==> config.mk <==
export PLATFORM = sky130hd
export DESIGN_NAME = stom_monitor
export DESIGN_NICKNAME = d
export VERILOG_FILES = /design/src/core/stom_pkg.sv /design/src/core/stom_sync.sv /design/src/core/stom_irq.sv /design/src/core/stom_monitor.sv
export SDC_FILE = /design/constraint.sdc
export NUM_CORES = 1
export LEC_CHECK = 0
export BUFFER_PORTS_ARGS = -buffer_cell sky130_fd_sc_hd__buf_2
export CAP_MARGIN = 15
export CORE_ASPECT_RATIO = 1.75
export CORE_MARGIN = 5
export CORE_UTILIZATION = 35
export CTS_CLUSTER_SIZE = 28
export DETAILED_ROUTE_END_ITERATION = 16
export GPL_TIMING_DRIVEN = 1
export RECOVER_POWER = 25
export SYNTH_ARGS = -nofsm -noshare
export SYNTH_HDL_FRONTEND = slang
export SYNTH_SLANG_ARGS = --single-unit
==> constraint.sdc <==
create_clock -name i_clk -period 3.2 [get_ports i_clk]
set_clock_uncertainty 0.05 [all_clocks]
set_input_delay 0.16 -clock i_clk [delete_from_list [all_inputs] [get_ports i_clk]]
set_output_delay 0.16 -clock i_clk [all_outputs]
set_load 0.03 [all_outputs]
==> src/core/stom_pkg.sv <==
/*
 * Shared constants and carrier types of the safe torque off monitor.
 * Assumes a 100 MHz system clock and a plain register port.
 */
package stom_pkg;

   localparam int ADDR_W = 8;
   localparam int DATA_W = 32;
   localparam int EVT_W  = 4;

   // register offsets (byte addresses)
   localparam logic [ADDR_W-1:0] OFS_CTRL     = 8'h00;
   localparam logic [ADDR_W-1:0] OFS_STATUS   = 8'h04;
   localparam logic [ADDR_W-1:0] OFS_CODE     = 8'h08;
   localparam logic [ADDR_W-1:0] OFS_IRQ_STAT = 8'h0c;
   localparam logic [ADDR_W-1:0] OFS_IRQ_MASK = 8'h10;

   // control fields
   localparam int   CTRL_LATCH_BIT = 0;
   localparam int   CTRL_RESET_BIT = 1;
   localparam logic LATCH_SEL_RST  = 1'b0;

   // status fields
   localparam int ST_GATE_BIT  = 0;
   localparam int ST_MODE_LSB  = 1;
   localparam int ST_ALARM_LSB = 3;
   localparam int ST_CH1_BIT   = 7;
   localparam int ST_CH2_BIT   = 8;
   localparam int ST_REARM_BIT = 9;

   // recorded fault codes
   localparam logic [7:0] CODE_NONE = 8'h00;
   localparam logic [7:0] CODE_CHANNEL_ONE_LOOP_FAULT = 8'h48;
   localparam logic [7:0] CODE_STO  = 8'h4c;
   localparam logic [7:0] CODE_CHANNEL_TWO_LOOP_FAULT = 8'h4d;
   localparam logic [7:0] CODE_INTERNAL_LOOP_FAULT = 8'h4e;

   localparam logic [EVT_W-1:0] IRQ_MASK_RST = 4'h0;

   // timing
   localparam int CLK_HZ       = 100_000_000;
   localparam int STOP_TIME_MS = 20;
   localparam int STOP_CYC     = STOP_TIME_MS * (CLK_HZ / 1000);
   localparam int DISC_TIME_US = 1000;
   localparam int DISC_CYC     = DISC_TIME_US * (CLK_HZ / 1_000_000);
   localparam int DISC_W       = 21;

   typedef enum logic [1:0] {
      STOM_READY,
      STOM_CH1_FAULT,
      STOM_CH2_FAULT,
      STOM_STO
   } stom_mode_e;

   // pin group, high = channel on / internal error present
   typedef struct packed {
      logic intl;
      logic ch2;
      logic ch1;
   } stom_pins_s;

   typedef struct packed {
      logic internal_loop_fault;
      logic channel_two_loop_fault;
      logic channel_one_loop_fault;
      logic sto;
   } stom_evt_s;

endpackage

==> src/core/stom_sync.sv <==
/*
 * Two-flop synchroniser for the safety pin group.
 * Assumes the pins are asynchronous to i_clk.
 */
`timescale 1ns/1ps
module stom_sync
   import stom_pkg::*;
(
   input  wire logic       i_clk,
   input  wire logic       i_sys_rst,
   input  wire stom_pins_s i_pins,
   output stom_pins_s      o_pins
);

   typedef struct packed {
      stom_pins_s meta;
      stom_pins_s sync;
   } stom_sync_s;

   stom_sync_s st_ff;
   stom_sync_s nxt_st;

   // first stage feeds only the second
   always_comb
   begin
      nxt_st.meta = i_pins;
      nxt_st.sync = st_ff.meta;
   end

   always_ff @(posedge i_clk)
   begin
      if (i_sys_rst)
         st_ff <= '0;
      else
         st_ff <= nxt_st;
   end

   assign o_pins = st_ff.sync;

endmodule

==> src/core/stom_irq.sv <==
/*
 * Sticky event status, write-one-to-clear, with mask and level irq.
 * Assumes event inputs are one-cycle pulses on i_clk.
 */
`timescale 1ns/1ps
module stom_irq
   import stom_pkg::*;
(
   input  wire logic             i_clk,
   input  wire logic             i_sys_rst,
   input  wire stom_evt_s        i_evt,
   input  wire logic             i_clr_we,
   input  wire logic             i_mask_we,
   input  wire logic [EVT_W-1:0] i_wdata,
   output logic      [EVT_W-1:0] o_stat,
   output logic      [EVT_W-1:0] o_mask,
   output logic                  o_irq
);

   typedef struct packed {
      logic [EVT_W-1:0] stat;
      logic [EVT_W-1:0] mask;
      logic             irq;
   } stom_irq_s;

   stom_irq_s st_ff;
   stom_irq_s nxt_st;

   always_comb
   begin
      nxt_st = st_ff;
      // a new event beats a clear in the same cycle
      nxt_st.stat = (st_ff.stat & ~(i_clr_we ? i_wdata : '0)) | i_evt;
      if (i_mask_we)
         nxt_st.mask = i_wdata;
      nxt_st.irq = |(nxt_st.stat & nxt_st.mask);
   end

   always_ff @(posedge i_clk)
   begin
      if (i_sys_rst)
      begin
         st_ff      <= '0;
         st_ff.mask <= IRQ_MASK_RST;
      end
      else
         st_ff <= nxt_st;
   end

   assign o_stat = st_ff.stat;
   assign o_mask = st_ff.mask;
   assign o_irq  = st_ff.irq;

endmodule

==> src/core/stom_monitor.sv <==
/*
 * Safe torque off monitor: classifies the two safety channels, latches
 * alarms, gates the power-stage enable and serves a small register port.
 * Assumes i_run_cmd comes from logic on i_clk; safety pins are async.
 */
`timescale 1ns/1ps
module stom_monitor
   import stom_pkg::*;
#(
   parameter int P_DISC_CYC = DISC_CYC
)
(
   input  wire logic              i_clk,
   input  wire logic              i_sys_rst,
   input  wire logic              i_safety_channel_one_in,
   input  wire logic              i_safety_channel_two_in,
   input  wire logic              i_internal_loop_err,
   input  wire logic              i_run_cmd,
   input  wire logic [ADDR_W-1:0] i_addr,
   input  wire logic [DATA_W-1:0] i_wdata,
   input  wire logic              i_wr,
   input  wire logic              i_rd,
   output logic      [DATA_W-1:0] o_rdata,
   output logic                   o_gate_enable,
   output stom_mode_e             o_mode,
   output logic      [7:0]        o_fault_code,
   output logic                   o_irq
);

   localparam logic [DISC_W-1:0] DISC_LAST = DISC_W'(P_DISC_CYC - 1);

   typedef struct packed {
      logic              latch_sel;
      logic              sto;
      logic              channel_one_loop_fault;
      logic              channel_two_loop_fault;
      logic              internal_loop_fault;
      logic              rearm;
      logic              gate;
      stom_mode_e        mode;
      logic [7:0]        code;
      logic [DISC_W-1:0] disc;
      logic [DATA_W-1:0] rdata;
      logic [1:0]        warm;
   } stom_mon_s;

   stom_mon_s        st_ff;
   stom_mon_s        nxt_st;
   stom_pins_s       pins_raw;
   stom_pins_s       pins;
   stom_evt_s        evt;
   logic [EVT_W-1:0] irq_stat;
   logic [EVT_W-1:0] irq_mask;
   logic             irq_q;
   logic             reset_cmd;
   logic             both_off;
   logic             one_off;
   logic             live;
   logic             any_fault;
   logic [DATA_W-1:0] status;

   assign pins_raw.ch1  = i_safety_channel_one_in;
   assign pins_raw.ch2  = i_safety_channel_two_in;
   assign pins_raw.intl = i_internal_loop_err;

   stom_sync u_sync
   (
      .i_clk     (i_clk),
      .i_sys_rst (i_sys_rst),
      .i_pins    (pins_raw),
      .o_pins    (pins)
   );

   assign reset_cmd = i_wr && (i_addr == OFS_CTRL) && i_wdata[CTRL_RESET_BIT];
   // sync flops read both channels off until filled after reset; judging
   // them then would latch a false alarm at every power-up
   assign live      = st_ff.warm[1];
   assign both_off  = live && !pins.ch1 && !pins.ch2;
   assign one_off   = live && (pins.ch1 ^ pins.ch2);

   always_comb
   begin
      nxt_st = st_ff;
      nxt_st.rdata = '0;
      nxt_st.warm  = {st_ff.warm[0], 1'b1};
      if (i_wr && (i_addr == OFS_CTRL))
         nxt_st.latch_sel = i_wdata[CTRL_LATCH_BIT];

      // a lone drop is given a window for the partner before it is a fault
      if (one_off && st_ff.disc != DISC_LAST)
         nxt_st.disc = st_ff.disc + 1'b1;
      else if (!one_off)
         nxt_st.disc = '0;

      if (one_off && st_ff.disc == DISC_LAST)
      begin
         if (!pins.ch1)
            nxt_st.channel_one_loop_fault = 1'b1;
         else
            nxt_st.channel_two_loop_fault = 1'b1;
      end
      if (pins.intl)
         nxt_st.internal_loop_fault = 1'b1;

      // setting wins over any clearing
      if (both_off)
         nxt_st.sto = 1'b1;
      else if (st_ff.sto && st_ff.latch_sel)
         nxt_st.sto = 1'b0;
      else if (st_ff.sto && reset_cmd)
         nxt_st.sto = 1'b0;

      any_fault = nxt_st.sto || nxt_st.channel_one_loop_fault || nxt_st.channel_two_loop_fault || nxt_st.internal_loop_fault;

      if (any_fault)
         nxt_st.rearm = 1'b1;
      else if (!i_run_cmd)
         nxt_st.rearm = 1'b0;

      // gate drops in the cycle after a synchronised demand
      nxt_st.gate = i_run_cmd && pins.ch1 && pins.ch2 && !any_fault
                    && !nxt_st.rearm;

      if (nxt_st.sto || both_off)
         nxt_st.mode = STOM_STO;
      else if (nxt_st.channel_one_loop_fault || (live && !pins.ch1))
         nxt_st.mode = STOM_CH1_FAULT;
      else if (nxt_st.channel_two_loop_fault || (live && !pins.ch2))
         nxt_st.mode = STOM_CH2_FAULT;
      else
         nxt_st.mode = STOM_READY;

      evt.sto  = nxt_st.sto && !st_ff.sto;
      evt.channel_one_loop_fault = nxt_st.channel_one_loop_fault && !st_ff.channel_one_loop_fault;
      evt.channel_two_loop_fault = nxt_st.channel_two_loop_fault && !st_ff.channel_two_loop_fault;
      evt.internal_loop_fault = nxt_st.internal_loop_fault && !st_ff.internal_loop_fault;

      // most recent fault, internal first when several arrive at once
      if (evt.internal_loop_fault)
         nxt_st.code = CODE_INTERNAL_LOOP_FAULT;
      else if (evt.channel_two_loop_fault)
         nxt_st.code = CODE_CHANNEL_TWO_LOOP_FAULT;
      else if (evt.channel_one_loop_fault)
         nxt_st.code = CODE_CHANNEL_ONE_LOOP_FAULT;
      else if (evt.sto)
         nxt_st.code = CODE_STO;

      status = '0;
      status[ST_GATE_BIT] = st_ff.gate;
      status[ST_MODE_LSB +: 2] = st_ff.mode;
      status[ST_ALARM_LSB +: 4] = {st_ff.internal_loop_fault, st_ff.channel_two_loop_fault, st_ff.channel_one_loop_fault,
                                   st_ff.sto};
      status[ST_CH1_BIT] = pins.ch1;
      status[ST_CH2_BIT] = pins.ch2;
      status[ST_REARM_BIT] = st_ff.rearm;

      if (i_rd)
      begin
         case (i_addr)
            OFS_CTRL:
               nxt_st.rdata = {{(DATA_W-1){1'b0}}, st_ff.latch_sel};
            OFS_STATUS:
               nxt_st.rdata = status;
            OFS_CODE:
               nxt_st.rdata = {{(DATA_W-8){1'b0}}, st_ff.code};
            OFS_IRQ_STAT:
               nxt_st.rdata = {{(DATA_W-EVT_W){1'b0}}, irq_stat};
            OFS_IRQ_MASK:
               nxt_st.rdata = {{(DATA_W-EVT_W){1'b0}}, irq_mask};
            default:
               nxt_st.rdata = '0;
         endcase
      end
   end

   // loop faults have no clear path except the power-on reset
   always_ff @(posedge i_clk)
   begin
      if (i_sys_rst)
      begin
         st_ff           <= '0;
         st_ff.latch_sel <= LATCH_SEL_RST;
         st_ff.mode      <= STOM_READY;
         st_ff.code      <= CODE_NONE;
      end
      else
         st_ff <= nxt_st;
   end

   stom_irq u_irq
   (
      .i_clk     (i_clk),
      .i_sys_rst (i_sys_rst),
      .i_evt     (evt),
      .i_clr_we  (i_wr && (i_addr == OFS_IRQ_STAT)),
      .i_mask_we (i_wr && (i_addr == OFS_IRQ_MASK)),
      .i_wdata   (i_wdata[EVT_W-1:0]),
      .o_stat    (irq_stat),
      .o_mask    (irq_mask),
      .o_irq     (irq_q)
   );

   assign o_rdata       = st_ff.rdata;
   assign o_gate_enable = st_ff.gate;
   assign o_mode        = st_ff.mode;
   assign o_fault_code  = st_ff.code;
   assign o_irq         = irq_q;
endmodule

==> results.py <==
metrics = {
    "cells_and_area": {
        "finish.net_count": 392,
        "final_cell_mix": "dfxtp_1 (61), nor2_1 (42), buf_2 (27), conb_1 (25), nand2_1 (16)",
        "stdcell_count": 439,
        "seq_area_um2": 1221,
        "drive_gt1_share_pct": 18.44,
        "fill_cells": 833,
        "final_common_cell": "dfxtp_1",
        "n_antenna_cell": 0,
        "multi_input_area_um2": 1409,
        "area_delta_synth_final_pct": 11.17,
    },
    "global_route": {
        "grt_pass1_vias": 2219,
        "gr-total-overflow": 0,
        "track_usage_pct": 12.70,
        "grt_pass1_wl_um": 10180,
        "antenna_found_initial": 0,
        "grt_max_degree": 27,
    },
    "place": {
        "dp_cells": 421,
        "io_buffer_count": 38,
        "place_ws_ps": 935.9,
        "dp.final_hpwl_um": 4839,
        "gp_congestion": 0.8674,
    },
    "pwr": {
        "clkPwrFrac_pct": 50.9,
        "powerDensity_nw_per_um2": 575.1,
        "p_seq_share_pct": 41.8,
        "internal-power_mw": 1.448,
        "power.ir.vdd_worst_mv": 0.2813,
        "p_sw_share_pct": 23.09,
        "power_switching_mw": 0.4349,
        "pwr-share-comb_pct": 7.3,
        "p_leak_nw": 1.192,
    },
    "route": {
        "drc": 0,
        "drt_pass1_iterations": 4,
        "drtIter0Drc": 117,
        "via_count": 2211,
        "drtAntennaViolNets": 0,
        "vias_per_cell": 5.036,
        "wl_per_cell_um": 14.62,
        "wl_um": 6419,
    },
    "clocking": {
        "htreeDepth": 3,
        "clk_pin_slew_worst_paths_ps": 50,
        "clockRootBuffer": "clkbuf_16",
        "clk_latency_ps": 320,
        "clk_path_buf_depth": 2,
        "ctsResizeCount": 0,
        "ctsHoldBuffers": 3,
        "cts_tree": "yes",
        "cts_made_buffers": 9,
        "clock-sinks": 61,
        "post_cts_buffers": 0,
    },
    "floorplan": {
        "die_y_um": 131.4,
        "die_x_um": 79.35,
        "io_pins": 92,
        "core-area_um2": 8258,
        "initial_core_util_pct": 35.67,
        "rows": 44,
        "die-area_um2": 10420,
    },
    "timing": {
        "setup_violations": 0,
        "relSlewSlack_pct": 44.99,
        "layout_min_cycle_time_ps": 2242,
        "fmax_mhz": 446.0,
        "layout_setup_ws_ps": 957.8,
        "hold_viol_final": 0,
        "worst_pin_slew_ps": 822.9,
        "final.setup.tns_ps": 0,
        "drv_slew": 0,
        "rsz0062_at_grt": "no",
        "fin_crit_sh_pct": 70.07,
    },
    "critical_path": {
        "crit_required_ps": 3350,
        "worstPathArrival_ps": 2390,
        "worstSetupEndpointType": "register",
        "start_kind": "register",
        "worst-path-max-fanout": 6,
        "critical_path_class": "register to register",
    },
    "synth": {
        "synthCells": 322,
        "ys_types": 57,
        "synth-seq-cells": 61,
        "synth_area_um2": 2945,
        "synth_area_per_cell_um2": 9.147,
        "ys_warn_count": 0,
        "synth-edff-count": 0,
        "ys_seq_area_share_pct": 41.46,
        "ys.flop_type": "dfxtp_1",
        "synthArstFlopShare_pct": 0,
    },
    "hold_path": {
        "worst_hold_path_type": "primary input to register",
    },
    "status": {
        "status": "complete, no violations",
    },
    "flow_run": {
        "cap_violations": 0,
    },
}
==> power by group through the flow <==
| stage | sequential [mW] | combinational [mW] | clock, mW |
|---|---|---|---|
| floorplan | 0.797 | 0.134 | 0 |
| CTS | 0.787 | 0.136 | 0.977 |
| finish | 0.787 | 0.137 | 0.959 |
| detailed placement | 0.802 | 0.132 | 0 |
| global placement | 0.802 | 0.132 | 0 |
| global route | 0.788 | 0.147 | 1.02 |
==> metrics by stage <==
step	utilization, %	hold slack [ps]	area [um2]	power, mW
finish	39.65	49.52	3274	1.883
global route	39.65	63.30	3274	1.952
CTS	39.82	36.23	3288	1.899
detailed placement	35.82	331.5	2958	0.9348
global placement	35.82	327.1	2958	0.9338
floorplan	-	238.2	3035	0.9312
==> logic make-up after synthesis <==
group	after synthesis	synth area share, %
adder cells (fa/ha/maj)	1	0.4247
buffers and inverters	61	13.76
multiplexers	10	3.738
other	1	0.1273
AND/OR/NAND/NOR	131	25.91
flip-flops	61	41.46
AO/OA/AOI/OAI	38	8.921
XOR/XNOR	19	5.650
==> per-layer routing <==
metal  global-route usage, %  part of all wire (%)
met1                   10.71                    35
met2                   24.48                    56
met3                   4.521                   5.6
met4                   6.979                   3.8
met5                       0                     0
==> synth_stat cells, types with 3 or more instances <==
master / number / area, um2
clkbuf_1: 10 / 37.54
a21oi_1: 13 / 65.06
xor2_1: 15 / 131.4
nand4_1: 9 / 56.30
mux2_2: 5 / 56.30
nand2_1: 16 / 60.06
nor2_1: 42 / 157.7
o2111ai_1: 3 / 26.28
nor2b_1: 8 / 50.05
inv_1: 5 / 18.77
xnor2_1: 4 / 35.03
mux2i_1: 4 / 40.04
o22ai_1: 3 / 18.77
and2_1: 5 / 31.28
a32oi_1: 4 / 35.03
nor4_2: 4 / 50.05
nand3_1: 12 / 60.06
nor3_1: 6 / 30.03
o21ai_0: 3 / 15.01
nand2b_1: 5 / 31.28
dfxtp_1: 61 / 1221
buf_4: 42 / 315.3
==> final cells by class <==
class	instances	share of cell area (%)
Clock buffer	11	7.719
Clock inverter	4	1.452
Inverter	6	0.6878
Multi-Input combinational cell	224	43.03
Sequential cell	61	37.29
Tap cell	92	3.515
Timing Repair Buffer	41	6.305
==> registers in the layout (all words and copies together), names as in the netlist <==
register and cells:
o_rdata 10, o_gate_enable 1, o_fault_code 4, u_irq.o_irq 1, st_ff 27, nxt_st 1
u_sync.o_pins 3, live 1, u_irq.o_mask 4, u_irq.o_stat 4, o_mode 2, u_sync.nxt_st 3
==> critical path: stages (launching register included) <==
cell and delay (ps):
dfxtp_1 400, ha_1 260, and4_1 310, nand4_2 180, or4_1 620, nand2b_1 190
o32ai_2 100
==> path summary, 6_finish.rpt <==
path,from,endpoint,slack [ps],cells after the start
setup / recovery,st_ff[34],o_fault_code[0],960,6
hold / removal,i_run_cmd,o_gate_enable,50,3
setup reg to reg,st_ff[34],o_fault_code[0],960,6
hold reg to reg,u_sync.nxt_st[2],u_sync.o_pins[2],370,1
No activity file was read; power rests on OpenSTA's default activity.
